**config.mk**
```make
export PLATFORM = sky130hd
export DESIGN_NAME = dctm_top
export DESIGN_NICKNAME = d
export VERILOG_FILES = /design/src/include/dctm_pkg.sv /design/src/core/dctm_sync.sv /design/src/core/dctm_tick.sv /design/src/core/dctm_top.sv
export SDC_FILE = /design/constraint.sdc
export NUM_CORES = 1
export LEC_CHECK = 0
export BUFFER_PORTS_ARGS = -buffer_cell sky130_fd_sc_hd__buf_2
export CAP_MARGIN = 20
export CELL_PAD_IN_SITES_DETAIL_PLACEMENT = 1
export CELL_PAD_IN_SITES_GLOBAL_PLACEMENT = 2
export CORE_MARGIN = 4
export CORE_UTILIZATION = 33
export DETAILED_ROUTE_END_ITERATION = 8
export GPL_TIMING_DRIVEN = 0
export PLACE_DENSITY = 0.84
export SETUP_SLACK_MARGIN = 0.3
export SLEW_MARGIN = 20
export SYNTH_ARGS = -nofsm -noshare
export SYNTH_HDL_FRONTEND = slang
export SYNTH_HIERARCHICAL = 1
export SYNTH_SLANG_ARGS = --single-unit
```
**constraint.sdc**
```tcl
create_clock -name sys_clk -period 2.8 [get_ports sys_clk]
set_input_delay 0.42 -clock sys_clk [delete_from_list [all_inputs] [get_ports sys_clk]]
set_output_delay 0.42 -clock sys_clk [all_outputs]
set_load 0.1 [all_outputs]
```
**src/include/dctm_pkg.sv**
```systemverilog
// shared constants, types and register map of the torque-off monitor
package dctm_pkg;

    localparam int unsigned CLK_HZ       = 25_000_000;
    localparam int unsigned WINDOW_MS    = 1000;
    localparam int unsigned LIMIT_MS     = 3000;
    localparam int unsigned RAMP_STEP_US = 1000;
    localparam int unsigned CYC_PER_MS   = CLK_HZ / 1000;
    localparam int unsigned WINDOW_CYC   = CYC_PER_MS * WINDOW_MS;
    localparam int unsigned LIMIT_CYC    = CYC_PER_MS * LIMIT_MS;
    localparam int unsigned RAMP_DIV     = (CLK_HZ / 1_000_000) * RAMP_STEP_US;

    localparam int unsigned CNT_W  = 28;
    localparam int unsigned SPD_W  = 16;
    localparam int unsigned ADDR_W = 8;
    localparam int unsigned DATA_W = 32;
    localparam int unsigned EV_W   = 4;

    localparam logic [ADDR_W-1:0] ADDR_SETPOINT = 8'h00;
    localparam logic [ADDR_W-1:0] ADDR_STATUS   = 8'h04;
    localparam logic [ADDR_W-1:0] ADDR_IRQ_STAT = 8'h08;
    localparam logic [ADDR_W-1:0] ADDR_IRQ_MASK = 8'h0c;
    localparam logic [ADDR_W-1:0] ADDR_SPEED    = 8'h10;
    localparam logic [ADDR_W-1:0] ADDR_DISC_CNT = 8'h14;

    localparam int unsigned ST_TRIP   = 0;
    localparam int unsigned ST_FAULT  = 1;
    localparam int unsigned ST_FB     = 2;
    localparam int unsigned ST_A_OK   = 3;
    localparam int unsigned ST_B_OK   = 4;
    localparam int unsigned ST_TORQUE = 5;
    localparam int unsigned ST_DECEL  = 6;

    localparam int unsigned EV_TRIP    = 0;
    localparam int unsigned EV_FAULT   = 1;
    localparam int unsigned EV_FB_CLOSE = 2;
    localparam int unsigned EV_FB_OPEN = 3;

    localparam logic [SPD_W-1:0]  SETPOINT_RST = 16'h0000;
    localparam logic [SPD_W-1:0]  SPEED_ZERO   = 16'h0000;
    localparam logic [SPD_W-1:0]  SPEED_STEP   = 16'h0001;
    localparam logic [CNT_W-1:0]  CNT_ZERO     = 28'h0000000;
    localparam logic [CNT_W-1:0]  CNT_ONE      = 28'h0000001;
    localparam logic [EV_W-1:0]   EV_NONE      = 4'h0;
    localparam logic [DATA_W-1:0] DATA_ZERO    = 32'h00000000;

    typedef enum logic [1:0] {
        MODE_IDLE,
        MODE_RUN,
        MODE_DECEL
    } dctm_mode_e;

    typedef struct packed {
        logic [ADDR_W-1:0] addr;
        logic [DATA_W-1:0] wdata;
        logic              wr;
        logic              rd;
    } dctm_bus_s;

    typedef struct packed {
        dctm_mode_e        mode;
        logic [SPD_W-1:0]  speed;
        logic [SPD_W-1:0]  setpoint;
        logic [CNT_W-1:0]  disc_cnt;
        logic              trip;
        logic              fault;
        logic              fb;
        logic              torque;
        logic [EV_W-1:0]   ev_stat;
        logic [EV_W-1:0]   ev_mask;
        logic              irq;
        logic [DATA_W-1:0] rdata;
    } dctm_state_s;

endpackage

```
**src/core/dctm_sync.sv**
```systemverilog
// two-flop synchroniser for asynchronous pin levels
`timescale 1ns/100ps
`default_nettype none
module dctm_sync #(
    parameter int unsigned W = 2
) (
    input  wire logic         sys_clk,
    input  wire logic         rst_n,
    input  wire logic [W-1:0] async_in,
    output var  logic [W-1:0] sync_out
);

    logic [W-1:0] meta_reg;

    genvar i;
    generate
        for (i = 0; i < W; i++)
        begin : g_bit
            always_ff @(posedge sys_clk or negedge rst_n)
            begin
                // reset to energised so a healthy power-up reports no trip;
                // the real pin level is seen two clocks after release
                if (!rst_n)
                begin
                    meta_reg[i] <= 1'b1;
                    sync_out[i] <= 1'b1;
                end
                else
                begin
                    meta_reg[i] <= async_in[i];
                    sync_out[i] <= meta_reg[i];
                end
            end
        end
    endgenerate

endmodule
`default_nettype wire

```
**src/core/dctm_tick.sv**
```systemverilog
// divider that makes a one-cycle enable pulse every DIV clocks
`timescale 1ns/100ps
`default_nettype none
module dctm_tick #(
    parameter int unsigned DIV = 25000
) (
    input  wire logic sys_clk,
    input  wire logic rst_n,
    output var  logic tick
);

    localparam int unsigned CW = $clog2(DIV + 1);
    localparam logic [CW-1:0] LAST = CW'(DIV - 1);
    localparam logic [CW-1:0] ZERO = '0;
    localparam logic [CW-1:0] ONE  = CW'(1);

    logic [CW-1:0] cnt_reg;

    always_ff @(posedge sys_clk or negedge rst_n)
    begin
        if (!rst_n)
        begin
            cnt_reg <= ZERO;
            tick    <= 1'b0;
        end
        else if (cnt_reg == LAST)
        begin
            cnt_reg <= ZERO;
            tick    <= 1'b1;
        end
        else
        begin
            cnt_reg <= cnt_reg + ONE;
            tick    <= 1'b0;
        end
    end

endmodule
`default_nettype wire

```
**src/core/dctm_top.sv**
```systemverilog
// dual-channel torque-off monitor with discrepancy latch and feedback contacts
`timescale 1ns/100ps
`default_nettype none
module dctm_top
    import dctm_pkg::*;
#(
    parameter int unsigned WIN_CYC  = WINDOW_CYC,
    parameter int unsigned LIM_CYC  = LIMIT_CYC,
    parameter int unsigned RAMP_CYC = RAMP_DIV
) (
    input  wire logic              sys_clk,
    input  wire logic              rst_n,
    input  wire logic              demand_input_a,
    input  wire logic              demand_input_b,
    input  wire logic              run_cmd,
    input  wire logic              stop_cmd,
    input  wire logic [ADDR_W-1:0] bus_addr,
    input  wire logic [DATA_W-1:0] bus_wdata,
    input  wire logic              bus_wr,
    input  wire logic              bus_rd,
    output var  logic [DATA_W-1:0] bus_rdata,
    output var  logic              motor_torque_en,
    output var  logic [SPD_W-1:0]  motor_speed,
    output var  logic              trip_flag,
    output var  logic              fault_latch,
    output var  logic              feedback_contact_a,
    output var  logic              feedback_contact_b,
    output var  logic              irq
);

    localparam logic [CNT_W-1:0] WIN_LIM = CNT_W'(WIN_CYC);
    localparam logic [CNT_W-1:0] DISC_LIM = CNT_W'(LIM_CYC);

    dctm_state_s r;
    dctm_state_s n;
    dctm_bus_s   bus;

    logic [1:0] demand_sync;
    logic       ramp_tick;
    logic       a_ok;
    logic       b_ok;
    logic       one_low;
    logic       both_low;
    logic       any_low;
    logic       dual_valid;
    logic [EV_W-1:0] ev_set;
    logic [EV_W-1:0] ev_clr;

    assign bus.addr  = bus_addr;
    assign bus.wdata = bus_wdata;
    assign bus.wr    = bus_wr;
    assign bus.rd    = bus_rd;

    // pins cross into the clock domain before anything looks at them
    dctm_sync #(
        .W (2)
    ) u_sync (
        .sys_clk  (sys_clk),
        .rst_n    (rst_n),
        .async_in ({demand_input_b, demand_input_a}),
        .sync_out (demand_sync)
    );

    dctm_tick #(
        .DIV (RAMP_CYC)
    ) u_tick (
        .sys_clk (sys_clk),
        .rst_n   (rst_n),
        .tick    (ramp_tick)
    );

    assign a_ok = demand_sync[0];
    assign b_ok = demand_sync[1];

    always_comb
    begin
        n        = r;
        ev_set   = EV_NONE;
        ev_clr   = EV_NONE;
        one_low  = a_ok ^ b_ok;
        both_low = !a_ok && !b_ok;
        any_low  = !a_ok || !b_ok;

        // time a single removed channel, frozen while both are removed
        if (a_ok && b_ok)
        begin
            n.disc_cnt = CNT_ZERO;
        end
        else if (one_low && (r.disc_cnt <= DISC_LIM))
        begin
            n.disc_cnt = r.disc_cnt + CNT_ONE;
        end

        // one channel removed beyond the limit latches the fault
        if (one_low && (r.disc_cnt > DISC_LIM))
        begin
            n.fault = 1'b1;
        end

        // both removed within the window of each other, no fault latched
        dual_valid = both_low && (r.disc_cnt <= WIN_LIM) && !r.fault;
        n.fb = dual_valid;

        if (any_low || r.fault || n.fault)
        begin
            // torque removed at once, motor coasts
            n.mode  = MODE_IDLE;
            n.speed = SPEED_ZERO;
            n.trip  = 1'b1;
        end
        else
        begin
            case (r.mode)
                MODE_IDLE:
                begin
                    if (run_cmd)
                    begin
                        n.trip = 1'b0;
                        if (r.setpoint != SETPOINT_RST)
                        begin
                            n.mode = MODE_RUN;
                        end
                    end
                end
                MODE_RUN:
                begin
                    if (stop_cmd)
                    begin
                        n.mode = MODE_DECEL;
                    end
                    else if (ramp_tick)
                    begin
                        if (r.speed < r.setpoint)
                        begin
                            n.speed = r.speed + SPEED_STEP;
                        end
                        else if (r.speed > r.setpoint)
                        begin
                            n.speed = r.speed - SPEED_STEP;
                        end
                    end
                end
                MODE_DECEL:
                begin
                    if (run_cmd)
                    begin
                        n.mode = MODE_RUN;
                    end
                    else if (ramp_tick)
                    begin
                        if (r.speed == SPEED_ZERO)
                        begin
                            n.mode = MODE_IDLE;
                        end
                        else
                        begin
                            n.speed = r.speed - SPEED_STEP;
                        end
                    end
                end
                default:
                begin
                    n.mode = MODE_IDLE;
                end
            endcase
        end

        n.torque = (n.mode != MODE_IDLE);

        // events for the interrupt status
        ev_set[EV_TRIP]     = n.trip && !r.trip;
        ev_set[EV_FAULT]    = n.fault && !r.fault;
        ev_set[EV_FB_CLOSE] = n.fb && !r.fb;
        ev_set[EV_FB_OPEN]  = !n.fb && r.fb;

        // register writes
        if (bus.wr)
        begin
            if (bus.addr == ADDR_SETPOINT)
            begin
                n.setpoint = bus.wdata[SPD_W-1:0];
            end
            else if (bus.addr == ADDR_IRQ_STAT)
            begin
                ev_clr = bus.wdata[EV_W-1:0];
            end
            else if (bus.addr == ADDR_IRQ_MASK)
            begin
                n.ev_mask = bus.wdata[EV_W-1:0];
            end
        end

        // a new event wins over a clear in the same cycle
        n.ev_stat = (r.ev_stat & ~ev_clr) | ev_set;
        n.irq     = |(n.ev_stat & n.ev_mask);

        // read data stand only in the cycle after the strobe
        n.rdata = DATA_ZERO;
        if (bus.rd)
        begin
            if (bus.addr == ADDR_SETPOINT)
            begin
                n.rdata[SPD_W-1:0] = r.setpoint;
            end
            else if (bus.addr == ADDR_STATUS)
            begin
                n.rdata[ST_TRIP]   = r.trip;
                n.rdata[ST_FAULT]  = r.fault;
                n.rdata[ST_FB]     = r.fb;
                n.rdata[ST_A_OK]   = a_ok;
                n.rdata[ST_B_OK]   = b_ok;
                n.rdata[ST_TORQUE] = r.torque;
                n.rdata[ST_DECEL]  = (r.mode == MODE_DECEL);
            end
            else if (bus.addr == ADDR_IRQ_STAT)
            begin
                n.rdata[EV_W-1:0] = r.ev_stat;
            end
            else if (bus.addr == ADDR_IRQ_MASK)
            begin
                n.rdata[EV_W-1:0] = r.ev_mask;
            end
            else if (bus.addr == ADDR_SPEED)
            begin
                n.rdata[SPD_W-1:0] = r.speed;
            end
            else if (bus.addr == ADDR_DISC_CNT)
            begin
                n.rdata[CNT_W-1:0] = r.disc_cnt;
            end
        end
    end

    // the fault latch has no clear but the power-on reset
    always_ff @(posedge sys_clk or negedge rst_n)
    begin
        if (!rst_n)
        begin
            r.mode     <= MODE_IDLE;
            r.speed    <= SPEED_ZERO;
            r.setpoint <= SETPOINT_RST;
            r.disc_cnt <= CNT_ZERO;
            r.trip     <= 1'b0;
            r.fault    <= 1'b0;
            r.fb       <= 1'b0;
            r.torque   <= 1'b0;
            r.ev_stat  <= EV_NONE;
            r.ev_mask  <= EV_NONE;
            r.irq      <= 1'b0;
            r.rdata    <= DATA_ZERO;
        end
        else
        begin
            r <= n;
        end
    end

    assign bus_rdata          = r.rdata;
    assign motor_torque_en    = r.torque;
    assign motor_speed        = r.speed;
    assign trip_flag          = r.trip;
    assign fault_latch        = r.fault;
    assign feedback_contact_a = r.fb;
    assign feedback_contact_b = r.fb;
    assign irq                = r.irq;

endmodule
`default_nettype wire

```
==> impl_metrics.ini <==
[outcome]
status = complete, but fails checks
violations = setup timing

[global_route]
antenna_found_initial = 0
grtUsageTotal = 0.1868
grt_pass1_vias = 6592
grt.overflow.total = 0
grt_start_max_net_pins = 72
grt_pass1_wl_um = 35880

[power]
combPwrFrac = 0.146
p_seq_frac = 0.395
max-vdd-ir-drop_mv = 0.3479
pwr-share-clk = 0.459
p_switching_mw = 1.410
internal-power_mw = 3.363
p_leak_nw = 4.471
power_density_nw_per_um2 = 509.4
p_sw_frac = 0.2954

[cts]
max-clock-path-buffers = 2
h-tree-depth = 4
ctsRootBufferMaster = clkbuf_16
cts_buffers = 17
clkTransAtPathRegs_ps = 60
cts_tree = yes
cts_sinks = 123
insertion_delay_ps = 420

[sta]
setup_ws_ps = -31.87
period_minus_slack_ps = 2832
clock-skew-final_ps = 7.220
hold_slack_ps = 100.4
rsz0062_at_grt = true
worst_slew_pin_slew_ps = 828.2
hold_viol = 0
finalCritPeriodShare = 1.011
final-max-slew-violation-count = 0
setup_viol = 3
fmax_mhz = 353.1
slew_headroom = 0.4479

[yosys]
synth_top_cell_area_share = 0.4152
synthTopCellsByArea = dfrtp_1 (42%), buf_4 (5.3%), mux2i_1 (4.6%)
syn_avg_cell_area_um2 = 9.487
async_flop_share = 1.000
ys_types = 64
synth_flop_cell = dfrtp_1
yosys_warnings = 6
synth_area_leader_cell = dfrtp_1
synth-seq-area-share = 0.4299
synth_area_um2 = 7172
ys_ff_latch = 123
synthCells = 756
synth_edf_count = 0

[layout]
area.growth.synth_to_final_pct = 30.64
postLayoutCoreUtil = 0.4415
layout.cells.non_filler = 1178
antenna_cells = 0
fill_cells = 2413
final_layout_size_suffix_gt1_frac = 0.3411
nNetsFinal = 961
final_area_um2 = 9369
top_register = r
largest_register_ffs = 54

[worst_setup_path]
cp.arrival_ps = 3100
critPathLaunchType = flip-flop
endpoint_kind = flip-flop
path_max_fanout = 3
required_ps = 3070
crit_type = flip-flop to flip-flop

[placement]
pre_cts_slack_ps = -307.2
detailed_place_hpwl_um = 15540
dp.cells = 1114
io_buffers = 79
dpl_cell_area_um2 = 7988
gp_congestion = 0.8091

[floorplan]
die-area_um2 = 24160
start_util = 0.3380
die_height_um = 155.4
rows = 53
die_x_um = 155.4
coreArea_um2 = 21220
io_pins = 102

[routing]
met2_length_um = 11070
routed_via_density = 5.240
drcViolationCount = 0
routed_wl_um = 22600
vias = 6173
ant_nets = 0
dr_wl_met3_um = 968
topRoutingLayerUsed = met4
first_pass_iters = 4
routedWlPerCell_um = 19.18
drt_iter0_drc = 374
wl_met1_um = 10160

[job]
drv_cap = 0

[worst_hold_path]
hp-class = primary input to flip-flop
cells by family after synthesis:
logic type	synth area share
other	0.0005229
AO/OA/AOI/OAI	0.09857
AND/OR/NAND/NOR	0.2245
flip-flops	0.4299
adder cells (fa/ha/maj)	0.04013
multiplexers	0.08374
buffers and inverters	0.08723
XOR/XNOR	0.03541
final timing paths:
path	startpoint	end	slack (ps)	cells after the start
max	r[60]	r[59]	-30	10
min	demand_input_a	u_sync/meta_reg[0]	100	1
max reg2reg	r[60]	r[59]	-30	10
min reg2reg	u_sync/meta_reg[1]	u_sync/sync_out[1]	370	0
max in group asynchronous	rst_n	r[63]	1580	3
min in group asynchronous	rst_n	motor_speed[9]	490	2
metrics by stage:
step | TNS [ps] | power (mW)
after floorplan | 0 | 2.285
after global placement | -53660 | 2.467
after detailed placement | -8051 | 2.487
after CTS | 0 | 4.767
after global routing | -1525 | 4.957
final | -49.70 | 4.773
layout by cell type (no fill, tap or decap), types with 9 or more instances in the layout:
cell,synthesis,layout
nor4_1,21,14
mux2_2,24,22
and2_1,14,14
o21ai_0,30,25
dfrtp_1,119,109
nor2_1,71,70
inv_1,33,32
and3_1,14,12
a21oi_2,0,10
buf_4,51,64
xor2_1,12,12
mux2i_1,33,33
buf_2,1,78
dfrtp_2,0,10
clkbuf_16,0,19
nand3_1,27,25
nand4_1,12,12
nor3_4,0,10
a21oi_1,41,31
buf_6,1,16
clkbuf_1,23,17
xnor2_1,17,14
nor3_1,25,13
ha_1,23,23
nor4_4,2,9
or3_1,20,19
nand2_1,52,49
per-layer routing:
metal  GRT usage  vias up
met5           0        -
met4     0.05919        0
met3     0.02809       26
met2      0.3087      137
met1      0.2526     3115
li1            -     2895
area by class of cell:
class / instances / area, um2 / share of cell area
Multi-Input combinational cell: 523 / 3891 / 0.4153
Inverter: 33 / 123.9 / 0.01322
Buffer: 80 / 561.8 / 0.05996
Sequential cell: 123 / 3095 / 0.3304
Tap cell: 275 / 344.1 / 0.03673
Timing Repair Buffer: 112 / 773.2 / 0.08253
Clock inverter: 15 / 153.9 / 0.01643
Clock buffer: 17 / 425.4 / 0.04541
worst max-delay path, stage by stage (launching register included):
cell and delay [ps]:
dfrtp_1 380, buf_6 120, or4_4 510, nor4_4 300, buf_4 170, and4_4 250
o31ai_4 110, or4_4 440, buf_6 140, o21ai_2 190, a21oi_2 80
cell usage after synthesis (3+ instances only):
library cell,number
nor3b_1,3
inv_1,33
o21a_1,4
a211oi_1,3
mux2i_1,33
o22ai_1,6
buf_1,3
mux2_2,24
nand2b_1,5
nor2_1,71
a21oi_1,41
nor3_1,25
xor2_1,12
o21ai_0,30
nand2_1,52
buf_4,51
ha_1,23
dfstp_2,4
nand3_1,27
or4_4,3
or3_1,20
clkbuf_1,23
dfrtp_1,119
and4_1,8
a31oi_1,6
and3_1,14
xnor2_1,17
nor2b_1,7
and2_1,14
nand4_1,12
nor4_1,21
power groups by stage:
| stage | sequential (mW) | clock (mW) | combinational (mW) |
|---|---|---|---|
| 6_report | 1.89 | 2.19 | 0.696 |
| 2_1_floorplan | 1.92 | 0 | 0.367 |
| 4_1_cts | 1.88 | 2.22 | 0.662 |
| 5_1_grt | 1.89 | 2.31 | 0.757 |
| 3_3_place_gp | 1.91 | 0 | 0.558 |
| 3_5_place_dp | 1.91 | 0 | 0.575 |
timing repair:
action,CTS,global route
hold endpoints to repair,48,0
buffers inserted,24,5
gates cloned,2,0
setup endpoints to repair,58,60
hold buffers,1,0
pin swaps,30,20
gates resized for setup,71,48
(Power assumes the default switching activity.)
